===== src/rcp_pkg.sv =====
// Constants, types and register map of the reset-cause and power control block.
// Assumes a single 10 MHz clock and a 32-bit classic Wishbone register bus.
package rcp_pkg;

   // =====================================================
   // Register indices (byte address is four times index)
   // =====================================================
   localparam logic [9:0] RCP_IDX_PWR_STATUS = 10'h08E;
   localparam logic [9:0] RCP_IDX_IRQ_STATUS = 10'h090;
   localparam logic [9:0] RCP_IDX_IRQ_MASK   = 10'h091;
   localparam logic [9:0] RCP_IDX_CONFIG     = 10'h092;
   localparam logic [9:0] RCP_IDX_CAUSE      = 10'h093;

   // =====================================================
   // Field positions
   // =====================================================
   localparam int RCP_BIT_BRN_FLAG  = 0;
   localparam int RCP_BIT_POR_FLAG  = 1;
   localparam int RCP_BIT_OSC_SPEED = 3;
   localparam int RCP_BIT_BRN_EN    = 0;
   localparam logic [7:0] RCP_PWR_IMPL_MASK = 8'h0B;

   // =====================================================
   // Reset values
   // =====================================================
   localparam logic       RCP_RST_OSC_SPEED = 1'b1;
   localparam logic       RCP_RST_POR_FLAG  = 1'b0;
   localparam logic       RCP_RST_BRN_FLAG  = 1'b0;
   localparam logic       RCP_RST_BRN_EN    = 1'b1;
   localparam logic [3:0] RCP_RST_IRQ_MASK  = 4'h0;

   // =====================================================
   // Types
   // =====================================================
   // One-cycle reset-cause pulses, one bit per source
   typedef struct packed {
      logic watchdog_timer;
      logic external_reset_pin;
      logic power_on;
      logic brownout;
   } rcp_events_t;

   typedef enum logic [2:0] {
      RCP_CAUSE_NONE     = 3'h0,
      RCP_CAUSE_POWER_ON = 3'h1,
      RCP_CAUSE_BROWNOUT = 3'h2,
      RCP_CAUSE_EXT_PIN  = 3'h3,
      RCP_CAUSE_WATCHDOG = 3'h4
   } rcp_cause_t;

   typedef enum logic [0:0] {
      RCP_BUS_IDLE = 1'b0,
      RCP_BUS_ACK  = 1'b1
   } rcp_bus_state_t;

endpackage


===== src/rcp_reset_cause.sv =====
// Reset-cause flags, oscillator speed select and event interrupt behind Wishbone.
// Holds the status word software reads after any reset, a last-cause record,
// a brown-out detect enable and a sticky event register with its mask.
// Assumes reset-cause pulses arrive synchronous to clk_i, one cycle long.
// Assumes rst_i is the power-on reset of this block and that the core
// keeps the Wishbone master in reset while rst_i is high.
`timescale 1ns/1ps

module rcp_reset_cause #(
   parameter int ADR_W = 12
) (
   // Clock and reset
   input  wire logic                 clk_i,
   input  wire logic                 rst_i,
   // Wishbone slave
   input  wire logic                 cyc_i,
   input  wire logic                 stb_i,
   input  wire logic                 we_i,
   input  wire logic [ADR_W-1:0]     adr_i,
   input  wire logic [3:0]           sel_i,
   input  wire logic [31:0]          dat_i,
   output logic      [31:0]          dat_o,
   output logic                      ack_o,
   // Reset-cause pulses
   input  wire rcp_pkg::rcp_events_t events_i,
   // Oscillator, detector enable and interrupt
   output logic                      osc_speed_select_o,
   output logic                      brownout_detect_enable_o,
   output logic                      irq_o
);
   import rcp_pkg::*;

   // =====================================================
   // Storage
   // =====================================================
   // Bus side
   rcp_bus_state_t bus_state;

   // Status word fields and the detect enable
   logic           por_flag;
   logic           brownout_flag;
   logic           osc_speed;
   logic           brn_enable;

   // Event register, mask and cause record
   logic [3:0]     irq_status;
   logic [3:0]     next_irq_status;
   logic [3:0]     irq_mask;
   rcp_cause_t     last_cause;

   // Decode helpers
   logic [9:0]     word_idx;
   logic           req;
   logic           wr_low;
   logic           rd_take;
   logic           brn_hit;
   logic [3:0]     ev_vec;
   logic           any_event;
   logic [31:0]    next_dat;

   // Write strobes of the three writable registers, the event-register read strobe and the pending request
   logic           pwr_wr;
   logic           cfg_wr;
   logic           mask_wr;
   logic           irq_rd;
   logic           irq_pending;

   // =====================================================
   // Request decode
   // =====================================================
   // Byte address to word index; the two low bits select no register
   function automatic logic [9:0] to_index(input logic [ADR_W-1:0] a);
      logic [ADR_W-1:0] s;
      s = a >> 2;
      return s[9:0];
   endfunction

   // A taken request of the given kind that addresses one word index
   function automatic logic reg_hit(input logic       strobe,
                                    input logic [9:0] idx,
                                    input logic [9:0] want);
      return strobe && (idx == want);
   endfunction

   // Highest-priority cause among the pulses of one cycle
   // Power-on first, then brown-out, watchdog and the external pin
   function automatic rcp_cause_t cause_of(input logic [3:0] ev);
      rcp_cause_t c;
      c = RCP_CAUSE_NONE;
      if (ev[1]) begin
         c = RCP_CAUSE_POWER_ON;
      end else if (ev[0]) begin
         c = RCP_CAUSE_BROWNOUT;
      end else if (ev[3]) begin
         c = RCP_CAUSE_WATCHDOG;
      end else if (ev[2]) begin
         c = RCP_CAUSE_EXT_PIN;
      end
      return c;
   endfunction

   // Only ten index bits exist; wider buses alias the map upward
   assign word_idx = to_index(adr_i);
   assign req      = cyc_i && stb_i && (bus_state == RCP_BUS_IDLE);
   assign wr_low   = req && we_i && sel_i[0];
   // Reads with any byte lane select return the whole word
   assign rd_take  = req && !we_i;

   // Gated by detect enable
   // A disabled detector may still pulse; such a pulse neither clears the
   // flag nor counts as a reset of the core.
   assign brn_hit  = events_i.brownout && brn_enable;
   assign ev_vec   = {events_i.watchdog_timer, events_i.external_reset_pin,
                      events_i.power_on, brn_hit};

   // Every source that counts as a reset of the core, after gating
   assign any_event = |ev_vec;

   // =====================================================
   // Register strobes
   // =====================================================
   // Writes only touch byte lane 0; the upper lanes carry no field, so a
   // write with sel_i[0] low leaves every register as it was.
   assign pwr_wr  = reg_hit(wr_low, word_idx, RCP_IDX_PWR_STATUS);
   assign cfg_wr  = reg_hit(wr_low, word_idx, RCP_IDX_CONFIG);
   assign mask_wr = reg_hit(wr_low, word_idx, RCP_IDX_IRQ_MASK);
   // Reads of the event register clear it; reads elsewhere have no side effect
   assign irq_rd  = reg_hit(rd_take, word_idx, RCP_IDX_IRQ_STATUS);

   // =====================================================
   // Bus handshake
   // =====================================================
   // One wait state: ack one cycle after the request, then idle again.
   // The ack cycle ignores cyc and stb, so a master that drops stb on the edge
   // that samples ack is not answered twice for the same request.
   always_ff @(posedge clk_i) begin
      if (rst_i) begin
         bus_state <= RCP_BUS_IDLE;
         ack_o     <= 1'b0;
      end else begin
         unique case (bus_state)
            RCP_BUS_IDLE: begin
               // Any request is answered, mapped or not
               if (cyc_i && stb_i) begin
                  bus_state <= RCP_BUS_ACK;
                  ack_o     <= 1'b1;
               end
            end
            RCP_BUS_ACK: begin
               // Back to idle whatever the master does
               bus_state <= RCP_BUS_IDLE;
               ack_o     <= 1'b0;
            end
         endcase
      end
   end

   // =====================================================
   // Read data
   // =====================================================
   // Unmapped indices and unused bits read as zero
   always_comb begin
      next_dat = 32'h0000_0000;
      unique case (word_idx)
         RCP_IDX_PWR_STATUS: begin
            next_dat[RCP_BIT_OSC_SPEED] = osc_speed;
            next_dat[RCP_BIT_POR_FLAG]  = por_flag;
            next_dat[RCP_BIT_BRN_FLAG]  = brownout_flag;
         end
         // Words beyond the status register belong to this block alone
         RCP_IDX_IRQ_STATUS: next_dat[3:0] = irq_status;
         RCP_IDX_IRQ_MASK:   next_dat[3:0] = irq_mask;
         RCP_IDX_CONFIG:     next_dat[RCP_BIT_BRN_EN] = brn_enable;
         RCP_IDX_CAUSE:      next_dat[2:0] = last_cause;
         default:            next_dat = 32'h0000_0000;
      endcase
   end

   // Read data is registered with ack and forced to zero outside it, so
   // nothing leaks onto a shared return bus between transfers.
   always_ff @(posedge clk_i) begin
      if (rst_i) begin
         dat_o <= 32'h0000_0000;
      end else if (rd_take) begin
         dat_o <= next_dat;
      end else begin
         // Zero outside the ack cycle
         dat_o <= 32'h0000_0000;
      end
   end

   // =====================================================
   // Power-on flag
   // =====================================================
   // Cleared by hardware, set only by software. A power-on pulse wins over
   // a write in the same cycle, so a cause is never lost to a racing write.
   always_ff @(posedge clk_i) begin
      if (rst_i) begin
         por_flag <= RCP_RST_POR_FLAG;
      end else if (events_i.power_on) begin
         por_flag <= 1'b0;
      end else if (pwr_wr) begin
         por_flag <= dat_i[RCP_BIT_POR_FLAG];
      end
   end

   // =====================================================
   // Brown-out flag
   // =====================================================
   // The value after power-on carries no meaning; zero is kept so that
   // simulation starts from a known state. Software must write it to one.
   always_ff @(posedge clk_i) begin
      if (rst_i) begin
         brownout_flag <= RCP_RST_BRN_FLAG;
      end else if (brn_hit) begin
         brownout_flag <= 1'b0;
      end else if (events_i.power_on) begin
         brownout_flag <= RCP_RST_BRN_FLAG;
      end else if (pwr_wr) begin
         brownout_flag <= dat_i[RCP_BIT_BRN_FLAG];
      end
   end

   // =====================================================
   // Oscillator speed select
   // =====================================================
   // Any reset of the core returns the oscillator to the fast setting; the
   // output stage adds one cycle so the clock switch sees a clean level.
   always_ff @(posedge clk_i) begin
      if (rst_i) begin
         osc_speed <= RCP_RST_OSC_SPEED;
      end else if (any_event) begin
         osc_speed <= RCP_RST_OSC_SPEED;
      end else if (pwr_wr) begin
         osc_speed <= dat_i[RCP_BIT_OSC_SPEED];
      end
   end

   // Registered copy for the clock switch
   always_ff @(posedge clk_i) begin
      if (rst_i) begin
         osc_speed_select_o <= RCP_RST_OSC_SPEED;
      end else begin
         osc_speed_select_o <= osc_speed;
      end
   end

   // =====================================================
   // Configuration
   // =====================================================
   // Stands in for the configuration word bit; writable here so that both
   // settings of the detector can be exercised.
   always_ff @(posedge clk_i) begin
      if (rst_i) begin
         brn_enable <= RCP_RST_BRN_EN;
      end else if (cfg_wr) begin
         brn_enable <= dat_i[RCP_BIT_BRN_EN];
      end
   end

   // Registered copy for the detector
   always_ff @(posedge clk_i) begin
      if (rst_i) begin
         brownout_detect_enable_o <= RCP_RST_BRN_EN;
      end else begin
         brownout_detect_enable_o <= brn_enable;
      end
   end

   // =====================================================
   // Last reset cause
   // =====================================================
   // Records the highest-priority source of the most recent reset; kept
   // apart from the status flags, which software may rewrite freely.
   always_ff @(posedge clk_i) begin
      if (rst_i) begin
         last_cause <= RCP_CAUSE_POWER_ON;
      end else if (any_event) begin
         last_cause <= cause_of(ev_vec);
      end
   end

   // =====================================================
   // Event interrupt
   // =====================================================
   // Read clears; an event in the same cycle is kept.
   // A read races the event only by one edge, so the set must win or the
   // event would vanish unseen.
   always_comb begin
      if (irq_rd) begin
         next_irq_status = ev_vec;
      end else begin
         next_irq_status = irq_status | ev_vec;
      end
   end

   always_ff @(posedge clk_i) begin
      if (rst_i) begin
         irq_status <= 4'h0;
      end else begin
         irq_status <= next_irq_status;
      end
   end

   // Mask bits follow the event register layout
   always_ff @(posedge clk_i) begin
      if (rst_i) begin
         irq_mask <= RCP_RST_IRQ_MASK;
      end else if (mask_wr) begin
         irq_mask <= dat_i[3:0];
      end
   end

   // Level request while any unmasked event is pending
   assign irq_pending = |(irq_status & irq_mask);

   // Level output, one cycle behind the pending bits
   always_ff @(posedge clk_i) begin
      if (rst_i) begin
         irq_o <= 1'b0;
      end else begin
         irq_o <= irq_pending;
      end
   end

endmodule


===== config.mk =====
export PLATFORM = sky130hd
export DESIGN_NAME = rcp_reset_cause
export DESIGN_NICKNAME = d
export VERILOG_FILES = /design/src/rcp_pkg.sv /design/src/rcp_reset_cause.sv
export SDC_FILE = /design/constraint.sdc
export NUM_CORES = 1
export LEC_CHECK = 0
export BUFFER_PORTS_ARGS = -buffer_cell sky130_fd_sc_hd__buf_2
export CAP_MARGIN = 40
export CELL_PAD_IN_SITES_DETAIL_PLACEMENT = 1
export CELL_PAD_IN_SITES_GLOBAL_PLACEMENT = 1
export CORE_ASPECT_RATIO = 0.9
export CORE_UTILIZATION = 28
export CTS_CLUSTER_DIAMETER = 40
export DETAILED_ROUTE_END_ITERATION = 8
export PLACE_DENSITY = 0.84
export SLEW_MARGIN = 15
export SYNTH_ARGS = -nofsm -noshare
export SYNTH_HDL_FRONTEND = slang
export SYNTH_SLANG_ARGS = --single-unit

===== constraint.sdc =====
create_clock -name clk_i -period 1.68 [get_ports clk_i]
set_input_delay 0 -clock clk_i [delete_from_list [all_inputs] [get_ports clk_i]]
set_output_delay 0 -clock clk_i [all_outputs]
set_load 0.02 [all_outputs]

==> run_results.csv, run 1 <==
group,metric,value,unit
outcome,status,"completed",
clock_network,clkLatencyLatePin,260,ps
floorplanning,die_area,4990,um2
timing,slew_viol_final,0,
route,routed_wl,2990,um
timing,fin_crit,1410,ps
finish,layout_commonest_cell,"buf_2",
timing,final.setup.tns,0,ps
floorplanning,fp.dieW,74.4,um
yosys,synth.area.mux_share,8.63,%
power_and_ir_drop,cellLeakagePower,0.704,nW
timing,setup_viol,0,
yosys,avgSynthCellArea,9.17,um2
yosys,ys_seq_elements,24,
yosys,synth-xor-area-share,0,%
clock_network,clk_pin_slew,90,ps
finish,diodes,0,
place,place.gp.congestion,0.784,
critical_path,start_kind,"flip-flop",
route,viasPerCell,4.34,
timing,rsz0062_at_grt,"false",
timing,fmax,707,MHz
timing,final-hold-violation-count,0,
critical_path,critPathArrivalTime,1600,ps
min_path,min-delay-start,"dat_i[1]",
yosys,ys_types,38,
timing,skew,6.73,ps
critical_path,required,1860,ps
clock_network,h-tree-depth,1,
yosys,synth_warnings,0,
timing,tightest_slew,619,ps
route,drc,0,
finish,drive_above_1_share,26.8,%
floorplanning,row_count,23,
route,dr.pass1.iters,4,
power_and_ir_drop,vdd_drop_max,0.290,mV
power_and_ir_drop,powerDensity,831,nW/um2
yosys,yosysSeqAreaShare,36.4,%
yosys,synth_top_family_by_area,"simple AND/OR/NAND/NOR gates",
place,dp_cells,232,
finish,syn_to_final_growth,16.6,%
finish,finalNonFillerCells,241,
floorplanning,pin_count,93,
floorplanning,start_util,29.4,%
place,hpwlAfterDp,2260,um
global_routing,grt_pass1_vias,1053,
clock_network,cts_made_buffers,3,
clock_network,ctsResizeCount,0,
critical_path,cp-end-kind,"flip-flop",
route,vias,1046,
global_routing,grt_max_degree,20,
critical_path,cp_max_fo,7,
clock_network,cts_buffer_depth,2,
global_routing,overflow,0,
flow_run,maxCapViolCount,0,
global_routing,antenna_found_initial,0,
timing,timing.final.crit_share,84.1,%
clock_network,cts_root_buf,"clkbuf_8",
clock_network,cts_setup_buffers,0,
timing,relSlewSlack,58.4,%
yosys,synth-simple-area-share,24.5,%
route,drt_iter0_drc,38,
floorplanning,coreArea,4490,um2
clock_network,cts_sinks,24,
power_and_ir_drop,power,0.00128,W
route,wl_per_cell,12.4,um
yosys,syn-cell-area,1320,um2
yosys,synth_compound_area_share,10.3,%
global_routing,track_usage,13.3,%
finish,layout_common_cells,"buf_2 (31), conb_1 (28), dfxtp_1 (24)",
yosys,synth_adder_area_share,0,%
global_routing,grt_pass1_wl,4910,um
floorplanning,dieHeight,67.1,um
place,io_buffers,31,
route,antenna_left,0,
critical_path,critPathLaunch,"bus_state$_SDFF_PP0_",
critical_path,r2r_start,"bus_state$_SDFF_PP0_",
yosys,netlist_instances,144,
finish,fin_nets,237,
clock_network,cts_tree,"built",
finish,n_fill_cell,569,
min_path,hp-class,"input port to flip-flop",
critical_path,worstSetupPathType,"flip-flop to flip-flop",
==> cells in the mapped netlist <==
cell	instances	share of area (%)
and4_2	1	0.76
a21oi_1	4	1.5
nor4_4	1	1.6
and4b_2	1	0.85
mux2i_1	8	6.1
nor2b_1	1	0.47
nor2_2	1	0.47
a21boi_0	1	0.57
buf_4	30	17
nand2_1	7	2.0
nand4_1	2	0.95
conb_1	1	0.28
nor3b_2	1	0.95
nand4_4	1	1.6
nand3_1	2	0.76
nor3_1	3	1.1
buf_6	1	0.85
a31o_2	1	0.66
a31oi_1	1	0.47
dfxtp_1	24	36
nor2_1	10	2.8
nand3b_1	1	0.57
clkbuf_1	2	0.57
inv_1	5	1.4
and4b_1	1	0.76
a22oi_1	5	2.8
o21ai_0	2	0.76
mux2_2	1	0.85
nand2b_1	13	6.2
or2_2	1	0.47
and3_2	1	0.57
o211ai_1	1	0.57
a22o_1	1	0.66
o22ai_1	4	1.9
mux4_2	1	1.7
nor2b_4	1	1.0
o21ai_1	1	0.38
nor4_1	1	0.47
==> per-stage QoR <==
| step | utilization (%) | hold WS (ps) | setup slack, ps | area [um2] |
|---|---|---|---|---|
| after floorplan | - | 112 | 487 | 1420 |
| after global placement | 31.6 | 249 | 323 | 1420 |
| after detailed placement | 31.6 | 259 | 301 | 1420 |
| after CTS | 34.1 | 5.29 | 243 | 1530 |
| after global routing | 34.3 | 9.45 | 150 | 1540 |
| final | 34.3 | 8.24 | 266 | 1540 |
==> final timing paths <==
kind	cells past startpoint	to	slack, ps
worst max-delay path	4	brn_enable$_SDFFE_PP1P_	270
worst min-delay path	3	por_flag$_SDFFE_PP0P_	8
worst max register to register	4	brn_enable$_SDFFE_PP1P_	270
worst min register to register	1	ack_o$_SDFFE_PP0P_	420
==> report_power, final <==
part	internal (W)	leakage, nW	switching [W]
sequential	0.000583	0.196	0.0000115
combinational	0.0000607	0.473	0.000122
clock	0.000318	0.0357	0.000182
==> metal layers <==
layer	track usage [%]	vias up	wire (um)	part of all wire (%)
met2	24.8	37	1520	51
met1	14.9	499	1280	43
met3	4.18	2	172	5.8
met4	2.12	0	17	0.57
met5	0	-	0	0
li1	-	508	-	-
==> critical path: stages (launching register included) <==
cell and delay [ps]:
dfxtp_1 320, nand3b_1 220, nor2_2 380, nand4_1 180, mux2i_1 230
==> kinds of logic after synthesis <==
group | after synthesis
DFF | 24
muxes | 10
other | 1
buffers and inverters | 38
AOI/OAI and AO/OA | 21
and+or+nand+nor | 50
==> sequential cells by signal, indices dropped and copies added, names as in the netlist, 3 cells and up <==
signal      flops
irq_status      4
dat_o           4
last_cause      3
irq_mask        4
==> repair_timing <==
item	CTS	global route
hold buffers	4	1
endpoints found under the setup margin	0	0
endpoints found under the hold margin	6	1
==> area by class of cell <==
type | count | area [um2] | area share, %
clock buffers | 3 | 41.3 | 2.68
clock inverters | 1 | 30.0 | 1.95
inverters | 5 | 18.8 | 1.22
multi-input cells | 109 | 678 | 44.1
flip-flops and latches | 24 | 480 | 31.2
well taps | 62 | 77.6 | 5.04
repair buffers | 37 | 213 | 13.8
(Power assumes the default switching activity.)
==> inputs of run 2 (changes only) <==
--- a/config.mk
+++ b/config.mk
@@ -10,10 +10,10 @@
 export CELL_PAD_IN_SITES_DETAIL_PLACEMENT = 1
 export CELL_PAD_IN_SITES_GLOBAL_PLACEMENT = 1
 export CORE_ASPECT_RATIO = 0.9
-export CORE_UTILIZATION = 28
+export CORE_UTILIZATION = 25
 export CTS_CLUSTER_DIAMETER = 40
 export DETAILED_ROUTE_END_ITERATION = 8
-export PLACE_DENSITY = 0.84
+export PLACE_DENSITY = 0.8
 export SLEW_MARGIN = 15
 export SYNTH_ARGS = -nofsm -noshare
 export SYNTH_HDL_FRONTEND = slang
==> constraint.sdc (replaced) <==
create_clock -name clk_i -period 1.2 [get_ports clk_i]
set_input_delay 0 -clock clk_i [delete_from_list [all_inputs] [get_ports clk_i]]
set_output_delay 0 -clock clk_i [all_outputs]
set_load 0.02 [all_outputs]
==> run 2 against run 1 <==
Net effect:
- the run now ends with negative setup slack left
- flip-flop and latch count is the same
- global-route usage fell by 0.99 points
- critical path type unchanged
- clock power grew 14%
- worst hold slack about the same
==> run_results.csv, run 2 (synthesized netlist as in run 1, its figures left out) <==
group,metric,value,unit
global_routing,overflow,0,
floorplanning,fp.dieW,78.6,um
timing,final.setup.tns,-94.5,ps
critical_path,cp-end-kind,"flip-flop",
global_routing,antenna_found_initial,0,
clock_network,h-tree-depth,1,
timing,setup_viol,4,
clock_network,clk_pin_slew,90,ps
finish,diodes,0,
power_and_ir_drop,sw_frac_of_total,27.7,%
power_and_ir_drop,p_int,0.00121,W
power_and_ir_drop,cellLeakagePower,0.739,nW
finish,top_regs,"dat_o x4, irq_mask x4, irq_status x4",
timing,slew_viol_final,0,
critical_path,cpLargestDelayFamily,"simple AND/OR/NAND/NOR gates",
route,antenna_left,0,
outcome,status,"complete, but fails checks",
power_and_ir_drop,vdd_drop_max,0.282,mV
timing,fin_crit,1240,ps
place,hpwlAfterDp,2530,um
critical_path,worstSetupPathType,"flip-flop to flip-flop",
critical_path,required,1400,ps
finish,syn_to_final_growth,20.6,%
finish,n_fill_cell,622,
outcome,violations,"negative setup slack",
finish,fin_util,32.1,%
power_and_ir_drop,p_sw,0.000463,W
power_and_ir_drop,power_frac_seq,49.9,%
min_path,hp-class,"input port to flip-flop",
route,drt_iter0_drc,53,
route,vias,1087,
clock_network,cts_sinks,24,
place,dp_cells,242,
finish,layout_common_cells,"buf_2 (31), conb_1 (28), dfxtp_1 (24)",
timing,timing.final.crit_share,103,%
floorplanning,die_area,5580,um2
route,wl_per_cell,12.8,um
global_routing,track_usage,12.3,%
floorplanning,row_count,24,
critical_path,start_kind,"flip-flop",
timing,fmax,808,MHz
clock_network,cts_root_buf,"clkbuf_8",
route,viasPerCell,4.31,
floorplanning,pin_count,93,
critical_path,path_cells,"nand3b_1 -> nor2_2 -> buf_6 -> nand4_1 -> mux2i_1",
place,dp_slack,-89.7,ps
finish,drive_above_1_share,31.0,%
critical_path,worstPathBufferInverterCount,1,
finish,layout_commonest_cell,"buf_2",
clock_network,cts_buffer_depth,2,
place,io_buffers,31,
timing,final-hold-violation-count,0,
critical_path,cp_max_fo,6,
power_and_ir_drop,powerDensity,1050,nW/um2
clock_network,cts_made_buffers,3,
place,place.gp.congestion,0.831,
timing,rsz0062_at_grt,"true",
finish,fin_nets,245,
flow_run,maxCapViolCount,0,
critical_path,cp_slowest_cell,"dfxtp_1",
finish,finalNonFillerCells,252,
timing,skew,3.69,ps
critical_path,slowest_delay,310,ps
timing,layout_setup_ws,-37.2,ps
global_routing,grt_pass1_wl,5180,um
clock_network,clkLatencyLatePin,280,ps
global_routing,grt_pass1_vias,1099,
global_routing,grt_max_degree,17,
critical_path,critPathArrivalTime,1430,ps
power_and_ir_drop,power,0.00167,W
clock_network,cts_tree,"built",
route,routed_wl,3220,um
floorplanning,coreArea,4950,um2
floorplanning,start_util,26.6,%
power_and_ir_drop,pwr-share-comb,16.1,%
route,dr.pass1.iters,4,
power_and_ir_drop,pwr-share-clk,34.0,%
floorplanning,dieHeight,70.9,um
route,drc,0,
run 2: layout make-up:
cell class / count / area, um2 / share of cell area [%]
flip-flops and latches: 24 / 480 / 30.2
clock buffers: 4 / 55.1 / 3.46
well taps: 65 / 81.3 / 5.11
multi-input cells: 109 / 682 / 42.8
inverters: 5 / 18.8 / 1.18
repair buffers: 45 / 274 / 17.2
run 2: timing repair:
action,4_1_cts,5_1_grt
setup endpoints to repair,10,15
setup buffers,2,0
pin swaps,3,1
gates resized for setup,1,1
hold buffers,4,0
hold endpoints to repair,5,0
run 2: stage by stage:
stage	area (um2)	hold WS, ps
3_5_place_dp	1470	262
6_report	1590	7.75
5_1_grt	1590	22.8
2_1_floorplan	1420	112
4_1_cts	1590	2.70
3_3_place_gp	1470	249
run 2: power by group through the flow:
stage / registers (W) / clock network, W / logic, W
after detailed placement: 0.000851 / 0 / 0.000253
after CTS: 0.000832 / 0.000596 / 0.000269
after global routing: 0.000835 / 0.000615 / 0.000292
after global placement: 0.000849 / 0 / 0.000248
final: 0.000833 / 0.000568 / 0.000270
after floorplan: 0.000848 / 0 / 0.000239
run 2: final timing paths:
kind	start	endpoint	slack, ps	cells past startpoint
setup / recovery	bus_state$_SDFF_PP0_	brn_enable$_SDFFE_PP1P_	-40	5
setup reg to reg	bus_state$_SDFF_PP0_	brn_enable$_SDFFE_PP1P_	-40	5
hold reg to reg	bus_state$_SDFF_PP0_	ack_o$_SDFFE_PP0P_	420	1
hold / removal	rst_i	bus_state$_SDFF_PP0_	8	2
run 2: per-layer routing:
layer	vias to the layer above	global-route usage, %	wire length, um
li1	525	-	-
met5	-	0	0
met4	0	5.56	58
met1	513	14.2	1410
met2	44	21.4	1540
met3	5	2.84	210
==> inputs of run 3 (changes only) <==
--- a/config.mk
+++ b/config.mk
@@ -5,15 +5,15 @@
 export SDC_FILE = /design/constraint.sdc
 export NUM_CORES = 1
 export LEC_CHECK = 0
-export BUFFER_PORTS_ARGS = -buffer_cell sky130_fd_sc_hd__buf_2
 export CAP_MARGIN = 40
 export CELL_PAD_IN_SITES_DETAIL_PLACEMENT = 1
 export CELL_PAD_IN_SITES_GLOBAL_PLACEMENT = 1
 export CORE_ASPECT_RATIO = 0.9
-export CORE_UTILIZATION = 25
+export CORE_UTILIZATION = 30
 export CTS_CLUSTER_DIAMETER = 40
 export DETAILED_ROUTE_END_ITERATION = 8
-export PLACE_DENSITY = 0.8
+export DONT_BUFFER_PORTS = 1
+export PLACE_DENSITY = 0.65
 export SLEW_MARGIN = 15
 export SYNTH_ARGS = -nofsm -noshare
 export SYNTH_HDL_FRONTEND = slang
==> run 3 against run 2 <==
Net effect:
- the flow finishes with violations (negative hold slack, negative setup slack)
- design area decreased by 1.5%
- final cell count decreased by 9.9%
- sequential power hardly changed
- total power is 6.7% lower
- setup slack got worse by 46 ps
- critical path depth stayed put
- sequential share of layout area is 0.70 points higher
- worst hold slack lost 220 ps
- wire length fell by 2.3%
- via count fell by 6.1%
- critical path type unchanged
- largest power group unchanged
- highest routed layer unchanged
==> run_results.csv, run 3 (synthesized netlist as in run 1, its figures left out) <==
group,metric,value,unit
power_and_ir_drop,powerDensity,994,nW/um2
timing,fmax,780,MHz
clock_network,cts_sinks,24,
min_path,hold_end,"bus_state$_SDFF_PP0_",
global_routing,track_usage,13.9,%
finish,syn_to_final_growth,18.8,%
global_routing,overflow,0,
route,viasPerCell,4.50,
route,dr.pass1.iters,2,
route,routed_wl,3150,um
timing,skew,4.92,ps
route,vias,1021,
critical_path,r2r_slack,-80,ps
critical_path,required,1400,ps
floorplanning,coreArea,4160,um2
power_and_ir_drop,power,0.00156,W
finish,seq_area,484,um2
finish,layout_common_cells,"conb_1 (28), dfxtp_1 (23), dlygate4sd3_1 (18)",
finish,fin_nets,226,
route,drt_iter0_drc,72,
critical_path,reg2reg_to,"irq_mask[2]$_SDFFE_PP0P_",
outcome,status,"complete, but fails checks",
min_path,min_path_cells,1,
global_routing,grt_max_degree,25,
power_and_ir_drop,p_int,0.00113,W
floorplanning,pin_count,93,
timing,setup_viol,14,
finish,drive_above_1_share,16.8,%
finish,final_area,1570,um2
timing,rsz0062_at_grt,"true",
critical_path,r2r_start,"bus_state$_SDFF_PP0_",
critical_path,critPathArrivalTime,1480,ps
clock_network,h-tree-depth,1,
floorplanning,dieHeight,64.9,um
clock_network,clk_pin_slew,80,ps
finish,fin_util,37.7,%
critical_path,cp-end-kind,"flip-flop",
power_and_ir_drop,p_sw,0.000424,W
route,drc,0,
power_and_ir_drop,vdd_drop_max,0.357,mV
timing,layout_setup_ws,-82.9,ps
critical_path,worstSetupPathType,"flip-flop to flip-flop",
finish,layout_commonest_cell,"conb_1",
outcome,violations,"negative hold slack, negative setup slack",
floorplanning,row_count,22,
min_path,min-delay-start,"rst_i",
floorplanning,fp.dieW,71.9,um
power_and_ir_drop,power_frac_seq,53.3,%
timing,timing.final.crit_share,107,%
timing,hold_ws,-216,ps
global_routing,grt_pass1_vias,1062,
floorplanning,start_util,31.8,%
place,dp_slack,-100,ps
critical_path,start_kind,"flip-flop",
finish,n_fill_cell,489,
place,hpwlAfterDp,2270,um
place,placed_area,1290,um2
route,wl_per_cell,13.9,um
finish,top_regs,"dat_o x4, irq_mask x4, irq_status x4",
critical_path,cp_slowest_cell,"dfxtp_1",
critical_path,cp_max_fo,7,
route,antenna_left,0,
clock_network,cts_buffer_depth,2,
power_and_ir_drop,pwr-share-comb,15.1,%
critical_path,path_cells,"nand3b_1 -> nor2_2 -> buf_6 -> nand4_4 -> mux2i_1",
clock_network,cts_tree,"built",
timing,fin_crit,1280,ps
critical_path,slowest_delay,310,ps
finish,diodes,0,
clock_network,clkLatencyLatePin,270,ps
floorplanning,die_area,4670,um2
power_and_ir_drop,sw_frac_of_total,27.2,%
clock_network,postCtsHoldBufs,18,
place,io_buffers,0,
clock_network,cts_root_buf,"clkbuf_8",
global_routing,grt_pass1_wl,4880,um
critical_path,r2r_cells,5,
timing,final-hold-violation-count,15,
power_and_ir_drop,cellLeakagePower,0.649,nW
timing,slew_viol_final,0,
global_routing,antenna_found_initial,0,
place,place.gp.congestion,0.737,
clock_network,cts_made_buffers,3,
finish,multi_input_area,704,um2
min_path,hp-class,"input port to flip-flop",
power_and_ir_drop,pwr-share-clk,31.5,%
flow_run,maxCapViolCount,0,
==> run 3: cell type report <==
type	instances	share of cell area [%]
multi-input cells	109	44.9
clock buffers	3	2.63
repair buffers	26	15.6
well taps	60	4.79
flip-flops and latches	24	30.9
inverters	5	1.20
==> run 3: how the worst max path moves through the flow <==
| stage | start | to | depth (start not counted) |
|---|---|---|---|
| finish | bus_state$_SDFF_PP0_ | irq_mask[2]$_SDFFE_PP0P_ | 5 |
| global route | bus_state$_SDFF_PP0_ | irq_mask[2]$_SDFFE_PP0P_ | 5 |
| CTS | bus_state$_SDFF_PP0_ | irq_mask[2]$_SDFFE_PP0P_ | 5 |
| detailed placement | bus_state$_SDFF_PP0_ | irq_mask[2]$_SDFFE_PP0P_ | 5 |
| global placement | bus_state$_SDFF_PP0_ | irq_mask[1]$_SDFFE_PP0P_ | 5 |
| floorplan | bus_state$_SDFF_PP0_ | irq_mask[0]$_SDFFE_PP0P_ | 4 |
==> run 3: power groups by stage <==
stage / Combinational, W / Clock, W / Sequential, W
2_1_floorplan: 0.000239 / 0 / 0.000848
3_3_place_gp: 0.000172 / 0 / 0.000852
3_5_place_dp: 0.000177 / 0 / 0.000854
4_1_cts: 0.000226 / 0.000496 / 0.000835
5_1_grt: 0.000254 / 0.000534 / 0.000835
6_report: 0.000236 / 0.000491 / 0.000832
==> run 3: what timing repair did <==
action,in CTS,in global routing
hold endpoints to repair,24,15
setup endpoints to repair,11,16
setup buffers,1,2
pin swaps,5,5
resized for setup,2,7
==> run 3: routing by layer <==
metal	vias to the layer above	GRT usage, %	part of all wire [%]
met1	500	15.6	43
met2	32	24.9	50
met4	0	7.11	1.9
li1	484	-	-
met3	5	2.49	4.4
met5	-	0	0
==> run 3: per-stage QoR <==
stage,TNS (ps),hold slack [ps],instances
finish,-547,-216,227
global route,-1700,-226,227
CTS,-401,-218,225
detailed placement,-580,77.1,203
global placement,-79.8,76.1,203
floorplan,0,112,171
==> run 3: worst max-delay path: cells and delay by family, from the launching register on <==
family / cells / cell delay (ps)
mux: 1 / 240
simple gates: 3 / 510
flops: 1 / 310
buf+inv: 1 / 140
